==> config.mk <==
export PLATFORM = sky130hd
export DESIGN_NAME = board_irq_status_and_edge_enable
export DESIGN_NICKNAME = d
export VERILOG_FILES = /design/src/rtl/irq_status_pkg.sv /design/src/rtl/board_irq_status_and_edge_enable.sv
export SDC_FILE = /design/constraint.sdc
export NUM_CORES = 1
export LEC_CHECK = 0
export BUFFER_PORTS_ARGS = -buffer_cell sky130_fd_sc_hd__buf_2
export CORE_MARGIN = 4
export CORE_UTILIZATION = 45
export CTS_BUF_LIST = sky130_fd_sc_hd__clkbuf_8
export DETAILED_ROUTE_END_ITERATION = 10
export HOLD_SLACK_MARGIN = 0.08
export PLACE_DENSITY = 0.8
export SYNTH_ARGS = -nofsm -noshare
export SYNTH_HDL_FRONTEND = slang
export SYNTH_SLANG_ARGS = --single-unit
==> constraint.sdc <==
create_clock -name i_clk -period 2.8 [get_ports i_clk]
set_clock_uncertainty 0.05 [all_clocks]
set_input_delay 0.42 -clock i_clk [delete_from_list [all_inputs] [get_ports i_clk]]
set_output_delay 0.42 -clock i_clk [all_outputs]
set_load 0.05 [all_outputs]
==> src/rtl/irq_status_pkg.sv <==
package irq_status_pkg;

    // register port geometry
    localparam int ADDR_W = 12;
    localparam int DATA_W = 32;
    localparam int PIN_N = 8;

    // register byte offsets
    localparam logic [ADDR_W-1:0] OFS_PIN_RISE_EN = 12'h374;
    localparam logic [ADDR_W-1:0] OFS_PIN_FALL_EN = 12'h378;
    localparam logic [ADDR_W-1:0] OFS_PIN_IRQ_STATUS = 12'h37c;
    localparam logic [ADDR_W-1:0] OFS_MAIN_IRQ_STATUS = 12'h384;

    // main status field positions
    localparam int BIT_PIN_IRQ_SUMMARY = 31;
    localparam int BIT_ERR_IRQ_SUMMARY = 30;
    localparam int BIT_FRAME_TIMER_IRQ = 29;
    localparam int BIT_FRAME_TRIGGER_IRQ = 28;
    localparam int BIT_INPUT_CONV_DONE_LO = 24;
    localparam int BIT_OUTPUT_CONV_DONE_LO = 16;
    localparam int BIT_IN_SEQ_DONE_IRQ = 12;
    localparam int BIT_IN_SEQ_BUF_TERM_LO = 8;
    localparam int BIT_OUT_SEQ_DONE_IRQ = 4;
    localparam int BIT_OUT_SEQ_BUF_DONE_IRQ = 0;

    // field widths
    localparam int N_INPUT_CONV = 4;
    localparam int N_OUTPUT_CONV = 2;
    localparam int N_BUF_TERM = 3;

    // pin status layout: rising edges low byte, falling edges next byte
    localparam int PIN_RISE_LO = 0;
    localparam int PIN_FALL_LO = 8;
    localparam int PIN_STATUS_W = 16;

    // clearable bits of the main status register
    localparam logic [DATA_W-1:0] MAIN_RC_MASK = 32'h3f03_1711;

    // reset values
    localparam logic [PIN_N-1:0] PIN_EN_RST = 8'h00;
    localparam logic [PIN_STATUS_W-1:0] PIN_STATUS_RST = 16'h0000;
    localparam logic [DATA_W-1:0] MAIN_STATUS_RST = 32'h0000_0000;
    localparam logic [DATA_W-1:0] RDATA_RST = 32'h0000_0000;
    localparam logic [DATA_W-1:0] ZERO_WORD = 32'h0000_0000;

    typedef struct packed {
        logic [PIN_N-1:0] rise_en;
        logic [PIN_N-1:0] fall_en;
        logic [PIN_N-1:0] pin_prev;
        logic [PIN_STATUS_W-1:0] pin_status;
        logic [DATA_W-1:0] main_en;
        logic [DATA_W-1:0] main_status;
        logic [DATA_W-1:0] rdata;
        logic rvalid;
        logic irq;
    } irq_state_t;

endpackage

==> src/rtl/board_irq_status_and_edge_enable.sv <==
// Contract
// eight falling-edge enables in bits 7:0, line one at bit 0, reset 0, 31:8 reserved.
// a status bit latches only if its enable was set before the event.
// clearing an enable keeps a latched bit; only acknowledge removes it.
// acknowledge is status write or status read, selected by configuration.
// the interrupt request is high while any main status bit is set.
// bit 31 is a read-only summary of the pin status register.
// bit 30 is a read-only summary of the error status register.
// bit 29 sets on frame timer expiry when enabled, cleared by acknowledge.
// bit 28 sets on a frame trigger event when enabled, cleared by acknowledge.
// bits 24 to 27 set when converters one to four have results readable.
// bits 16 and 17 set when output converters one and two update.
// bit 12 sets on input sequencer count done or sequencer error.
// bits 10:8 flag input buffer end: error, all data, buffer full.
// bit 4 sets on output sequencer count done or sequencer error.
// bit 0 sets when the output sequencer fetched all buffer data.
// eight rising-edge enables laid out like the falling ones, reset 0.
// the interrupt request drops once all main status bits read zero.
// falling edges on enabled pins latch their bit in the pin status register.
`timescale 1ns/100ps
`default_nettype none

module board_irq_status_and_edge_enable
    import irq_status_pkg::*;
(
    // clock and reset
    input wire logic i_clk,
    input wire logic i_rst,
    // register port
    input wire logic [irq_status_pkg::ADDR_W-1:0] i_addr,
    input wire logic i_wr,
    input wire logic i_rd,
    input wire logic [irq_status_pkg::DATA_W-1:0] i_wdata,
    output logic [irq_status_pkg::DATA_W-1:0] o_rdata,
    output logic o_rvalid,
    // configuration and error status held elsewhere
    input wire logic i_ack_on_read,
    input wire logic [irq_status_pkg::DATA_W-1:0] i_main_irq_en,
    input wire logic [irq_status_pkg::DATA_W-1:0] i_err_irq_status,
    // digital pins, synchronous to i_clk
    input wire logic [irq_status_pkg::PIN_N-1:0] i_pin,
    // event pulses
    input wire logic i_frame_timer_evt,
    input wire logic i_frame_trigger_evt,
    input wire logic [irq_status_pkg::N_INPUT_CONV-1:0] i_input_conv_done,
    input wire logic [irq_status_pkg::N_OUTPUT_CONV-1:0] i_output_conv_done,
    input wire logic i_in_seq_done,
    input wire logic i_in_seq_err,
    input wire logic [irq_status_pkg::N_BUF_TERM-1:0] i_in_seq_buf_term,
    input wire logic i_out_seq_done,
    input wire logic i_out_seq_err,
    input wire logic i_out_seq_buf_done,
    // interrupt request
    output logic o_irq
);
    import irq_status_pkg::*;

    irq_state_t state_ff;
    irq_state_t nxt_state;

    logic [DATA_W-1:0] main_evt;
    logic [DATA_W-1:0] main_set;
    logic [DATA_W-1:0] main_clr;
    logic [DATA_W-1:0] main_view;
    logic [PIN_STATUS_W-1:0] pin_evt;
    logic [PIN_STATUS_W-1:0] pin_set;
    logic [PIN_STATUS_W-1:0] pin_clr;
    logic [PIN_N-1:0] pin_rise;
    logic [PIN_N-1:0] pin_fall;
    logic pin_any;
    logic err_any;
    logic sel_rise_en;
    logic sel_fall_en;
    logic sel_pin_status;
    logic sel_main_status;

    // address decode
    always_comb begin
        sel_rise_en = (i_addr == OFS_PIN_RISE_EN);
        sel_fall_en = (i_addr == OFS_PIN_FALL_EN);
        sel_pin_status = (i_addr == OFS_PIN_IRQ_STATUS);
        sel_main_status = (i_addr == OFS_MAIN_IRQ_STATUS);
    end

    // pin edge detection against the previous sample
    always_comb begin
        pin_rise = i_pin & ~state_ff.pin_prev;
        pin_fall = ~i_pin & state_ff.pin_prev;
        pin_evt = PIN_STATUS_RST;
        pin_evt[PIN_RISE_LO +: PIN_N] = pin_rise;
        pin_evt[PIN_FALL_LO +: PIN_N] = pin_fall;
    end

    // pin events gated by enables held before this cycle
    always_comb begin
        pin_set = PIN_STATUS_RST;
        pin_set[PIN_RISE_LO +: PIN_N] = pin_evt[PIN_RISE_LO +: PIN_N] & state_ff.rise_en;
        pin_set[PIN_FALL_LO +: PIN_N] = pin_evt[PIN_FALL_LO +: PIN_N] & state_ff.fall_en;
    end

    // summaries
    always_comb begin
        pin_any = |state_ff.pin_status;
        err_any = |i_err_irq_status;
    end

    // main status event vector
    always_comb begin
        main_evt = ZERO_WORD;
        main_evt[BIT_FRAME_TIMER_IRQ] = i_frame_timer_evt;
        main_evt[BIT_FRAME_TRIGGER_IRQ] = i_frame_trigger_evt;
        main_evt[BIT_INPUT_CONV_DONE_LO +: N_INPUT_CONV] = i_input_conv_done;
        main_evt[BIT_OUTPUT_CONV_DONE_LO +: N_OUTPUT_CONV] = i_output_conv_done;
        main_evt[BIT_IN_SEQ_DONE_IRQ] = i_in_seq_done | i_in_seq_err;
        main_evt[BIT_IN_SEQ_BUF_TERM_LO +: N_BUF_TERM] = i_in_seq_buf_term;
        main_evt[BIT_OUT_SEQ_DONE_IRQ] = i_out_seq_done | i_out_seq_err;
        main_evt[BIT_OUT_SEQ_BUF_DONE_IRQ] = i_out_seq_buf_done;
    end

    // enable must already be registered when the event arrives
    always_comb begin
        main_set = main_evt & state_ff.main_en & MAIN_RC_MASK;
    end

    // readable view of the main status register
    always_comb begin
        main_view = state_ff.main_status & MAIN_RC_MASK;
        main_view[BIT_PIN_IRQ_SUMMARY] = pin_any;
        main_view[BIT_ERR_IRQ_SUMMARY] = err_any;
    end

    // acknowledge: write-one-to-clear, or clear what a read returned
    always_comb begin
        main_clr = ZERO_WORD;
        pin_clr = PIN_STATUS_RST;
        if (i_ack_on_read) begin
            if (i_rd && sel_main_status) begin
                main_clr = main_view & MAIN_RC_MASK;
            end
            if (i_rd && sel_pin_status) begin
                pin_clr = state_ff.pin_status;
            end
        end else begin
            if (i_wr && sel_main_status) begin
                main_clr = i_wdata & MAIN_RC_MASK;
            end
            if (i_wr && sel_pin_status) begin
                pin_clr = i_wdata[PIN_STATUS_W-1:0];
            end
        end
    end

    // next state
    always_comb begin
        nxt_state = state_ff;
        nxt_state.pin_prev = i_pin;
        nxt_state.main_en = i_main_irq_en;

        // enables are plain storage; they never touch latched status
        if (i_wr && sel_rise_en) begin
            nxt_state.rise_en = i_wdata[PIN_N-1:0];
        end
        if (i_wr && sel_fall_en) begin
            nxt_state.fall_en = i_wdata[PIN_N-1:0];
        end

        // a set in the clearing cycle survives
        nxt_state.pin_status = (state_ff.pin_status & ~pin_clr) | pin_set;
        nxt_state.main_status = (state_ff.main_status & ~main_clr) | main_set;

        // read data, reserved bits zero, unmapped reads zero
        nxt_state.rvalid = i_rd;
        nxt_state.rdata = RDATA_RST;
        if (i_rd) begin
            if (sel_rise_en) begin
                nxt_state.rdata[PIN_N-1:0] = state_ff.rise_en;
            end else if (sel_fall_en) begin
                nxt_state.rdata[PIN_N-1:0] = state_ff.fall_en;
            end else if (sel_pin_status) begin
                nxt_state.rdata[PIN_STATUS_W-1:0] = state_ff.pin_status;
            end else if (sel_main_status) begin
                nxt_state.rdata = main_view;
            end else begin
                nxt_state.rdata = RDATA_RST;
            end
        end

        // request follows the register contents of the next cycle
        nxt_state.irq = (|nxt_state.main_status) | (|nxt_state.pin_status) | err_any;

        if (i_rst) begin
            nxt_state.rise_en = PIN_EN_RST;
            nxt_state.fall_en = PIN_EN_RST;
            nxt_state.pin_prev = i_pin;
            nxt_state.pin_status = PIN_STATUS_RST;
            nxt_state.main_en = ZERO_WORD;
            nxt_state.main_status = MAIN_STATUS_RST;
            nxt_state.rdata = RDATA_RST;
            nxt_state.rvalid = 1'b0;
            nxt_state.irq = 1'b0;
        end
    end

    always_ff @(posedge i_clk) begin
        state_ff <= nxt_state;
    end

    // outputs straight from flops
    always_comb begin
        o_rdata = state_ff.rdata;
        o_rvalid = state_ff.rvalid;
        o_irq = state_ff.irq;
    end

endmodule

`default_nettype wire

==> run metrics <==
drt pass-1 iters=5; fmax=0.419 GHz; final setup fails=0; Slew Viols, Final=0; crit-path max FO=8; core footprint=8380 sq um; grt peak-use layer=met2; Slew @ Worst Pin=0.637 ns; Psw=611 uW; clk buf depth=2; Filler cells=760; Worst-path clk slew=0.09 ns; syn_area_per_cell=9.17 sq um; Top FF cell, synth=dfxtp_1; sw frac=23.5%; Routed WL per cell=16.2 um; Clk pwr share=37.7%; Setup TNS=0 ns; antenna viol nets, final=0; CP Data Required Time=2.97 ns; number of cell rows=33; DRC=0; Slew headroom=57.5%; Port Buffer Count=138; ranking of synthesized cells by area=dfxtp_1 49%, buf_4 6.1%, nand2_1 4.8%, nor2b_1 4.4%, nor2_1 3.5%; Synth-to-Final Area Change=22.0%; # diodes=0; Power Internal=1.99 mW; grt ovf=0; met1 global-route usage=26.6%; post-synthesis sequential area ratio=48.5%; Pwr per Cell Area=539 nW/um^2; # IOs=171; postcts setup bufs=0; status=complete, no violations; Hold/Removal Path Class=input port to flip-flop; Via density=5.34; Final period util=85.3%; Worst VDD drop=0.260 mV; GR Util met2=34.6%; Flop pwr share=54.1%; Worst setup EP type=flip-flop; layout cells sized above 1=35.6%; max cap viols=0; Root Buffer=clkbuf_8; Combinational Power Share=8.2%; async set-reset flop share out of synthesis=0%; Distinct cells, synth=44; H-tree depth=3; number of flops mapped to enable cells by yosys=0; utilization after layout=57.6%; WS Path Type=input port to flip-flop; pin count of the biggest net entering global routing=62; Die ar.=10400 sq um; CP Data Arrival Time=2.56 ns; area share of the largest cell type after synthesis=48.5%; Initial Util=47.2%; Leakage=2.09 nW; synth warn=0; post-synth top area cell=dfxtp_1; Total Routing Usage GR=20.6%; Vert. Die Dim=102 um; Resize count post-CTS=0; RSZ-0062 raised after global routing=no; # hold bufs at CTS=0; final hold violation count=0; CP startpoint kind=input port; Synth Register Bits=96; cell area after synthesis=3960 sq um; crit path time final=2.39 ns; nets=688; GR Layer Usage met3=4.78%; initial antenna violation count=0; Die W=102 um; clock sink total=96; Vias=3532; DP HPWL=8220 um; Num CTS Buffers=9; initial drt markers=223; vias in the first global route=3463; Hold WS=0.136 ns; CTS tree=done; final WL=10700 um; wire length of the first global-routing pass=16700 um; final weighted congestion in routability-driven placement=0.881; Clock Latency Late Sink=0.35 ns; Mapped Cells=432
routing by layer:
layer,vias up,share of wire [%]
met5,-,0
met4,0,1.5
met3,13,8.5
met2,157,48
met1,1642,42
li1,1720,-
state kept, by name, indices dropped and copies added (netlist names):
signal     flops
main_view     14
o_irq          1
o_rdata       26
o_rvalid       1
state_ff      54
logic make-up after synthesis:
kind of cell           share of synthesized area [%]
and+or+nand+nor                                 25.4
AOI/OAI and AO/OA                               13.0
DFF                                             48.5
other                                         0.0947
buffers and inverters                           8.72
muxes                                           4.30
power by group through the flow:
stage	clock network (mW)	logic [mW]	registers [mW]
6_report	0.983	0.213	1.41
5_1_grt	1.05	0.233	1.41
4_1_cts	0.997	0.213	1.41
3_5_place_dp	0	0.212	1.44
3_3_place_gp	0	0.207	1.44
2_1_floorplan	0	0.102	1.44
worst max-delay path, cell delays in order:
cell and delay, ns:
buf_2 0.09, nand4bb_1 0.39, nor3_2 0.26, nand3_1 0.32, buf_4 0.27, a31o_2 0.24, nor4_1 0.29, and3_1 0.21
a31oi_1 0.07
final timing paths:
path | slack, ns | startpoint | cells after the start | end
setup reg to reg | 1.12 | state_ff[110] | 5 | o_irq
setup / recovery | 0.41 | i_addr[0] | 9 | o_irq
hold reg to reg | 0.41 | main_view[17] | 1 | o_rdata[17]
hold / removal | 0.14 | i_pin[3] | 1 | state_ff[117]
synthesized netlist by cell type, drive strengths merged, types with 4 or more instances:
master / instances
o21ai: 5
and2: 15
nand2: 51
nand3: 11
mux2i: 8
a21oi: 22
inv: 6
and3b: 4
nor4: 18
clkbuf: 16
mux2: 8
nor2b: 28
a31o: 11
nor2: 37
a32oi: 12
o21a: 4
nand4: 6
a22o: 5
a22oi: 7
a31oi: 5
dfxtp: 96
buf: 36
cell usage in the layout (no fill, tap or decap), types with 12 or more instances in the layout:
cell type,Yosys,routed
buf_2,3,138
nor4_1,17,16
a21oi_1,22,22
nor2_1,37,37
a32oi_1,12,12
nor2b_1,28,28
and2_1,15,15
nand2_1,51,51
buf_4,32,17
dfxtp_1,96,96
layout make-up:
cell class	instances	area [sq um]	share of cell area, %
multi-input cells	283	1720	35.6
repair buffers	155	818	16.9
clock buffers	9	124	2.56
well taps	105	131	2.72
inverters	6	22.5	0.466
flip-flops and latches	96	1920	39.8
clock inverters	7	95.1	1.97
through the flow:
| step | worst slack [ns] | cell area (sq um) | cells | power, mW |
|---|---|---|---|---|
| after floorplan | 0.353 | 3980 | 437 | 1.54 |
| final | 0.411 | 4830 | 661 | 2.61 |
| after CTS | 0.446 | 4830 | 661 | 2.62 |
| after global placement | 0.111 | 4610 | 645 | 1.65 |
| after detailed placement | 0.0724 | 4610 | 645 | 1.65 |
| after global routing | 0.250 | 4830 | 661 | 2.70 |
Power figures use the tool's default switching activity.
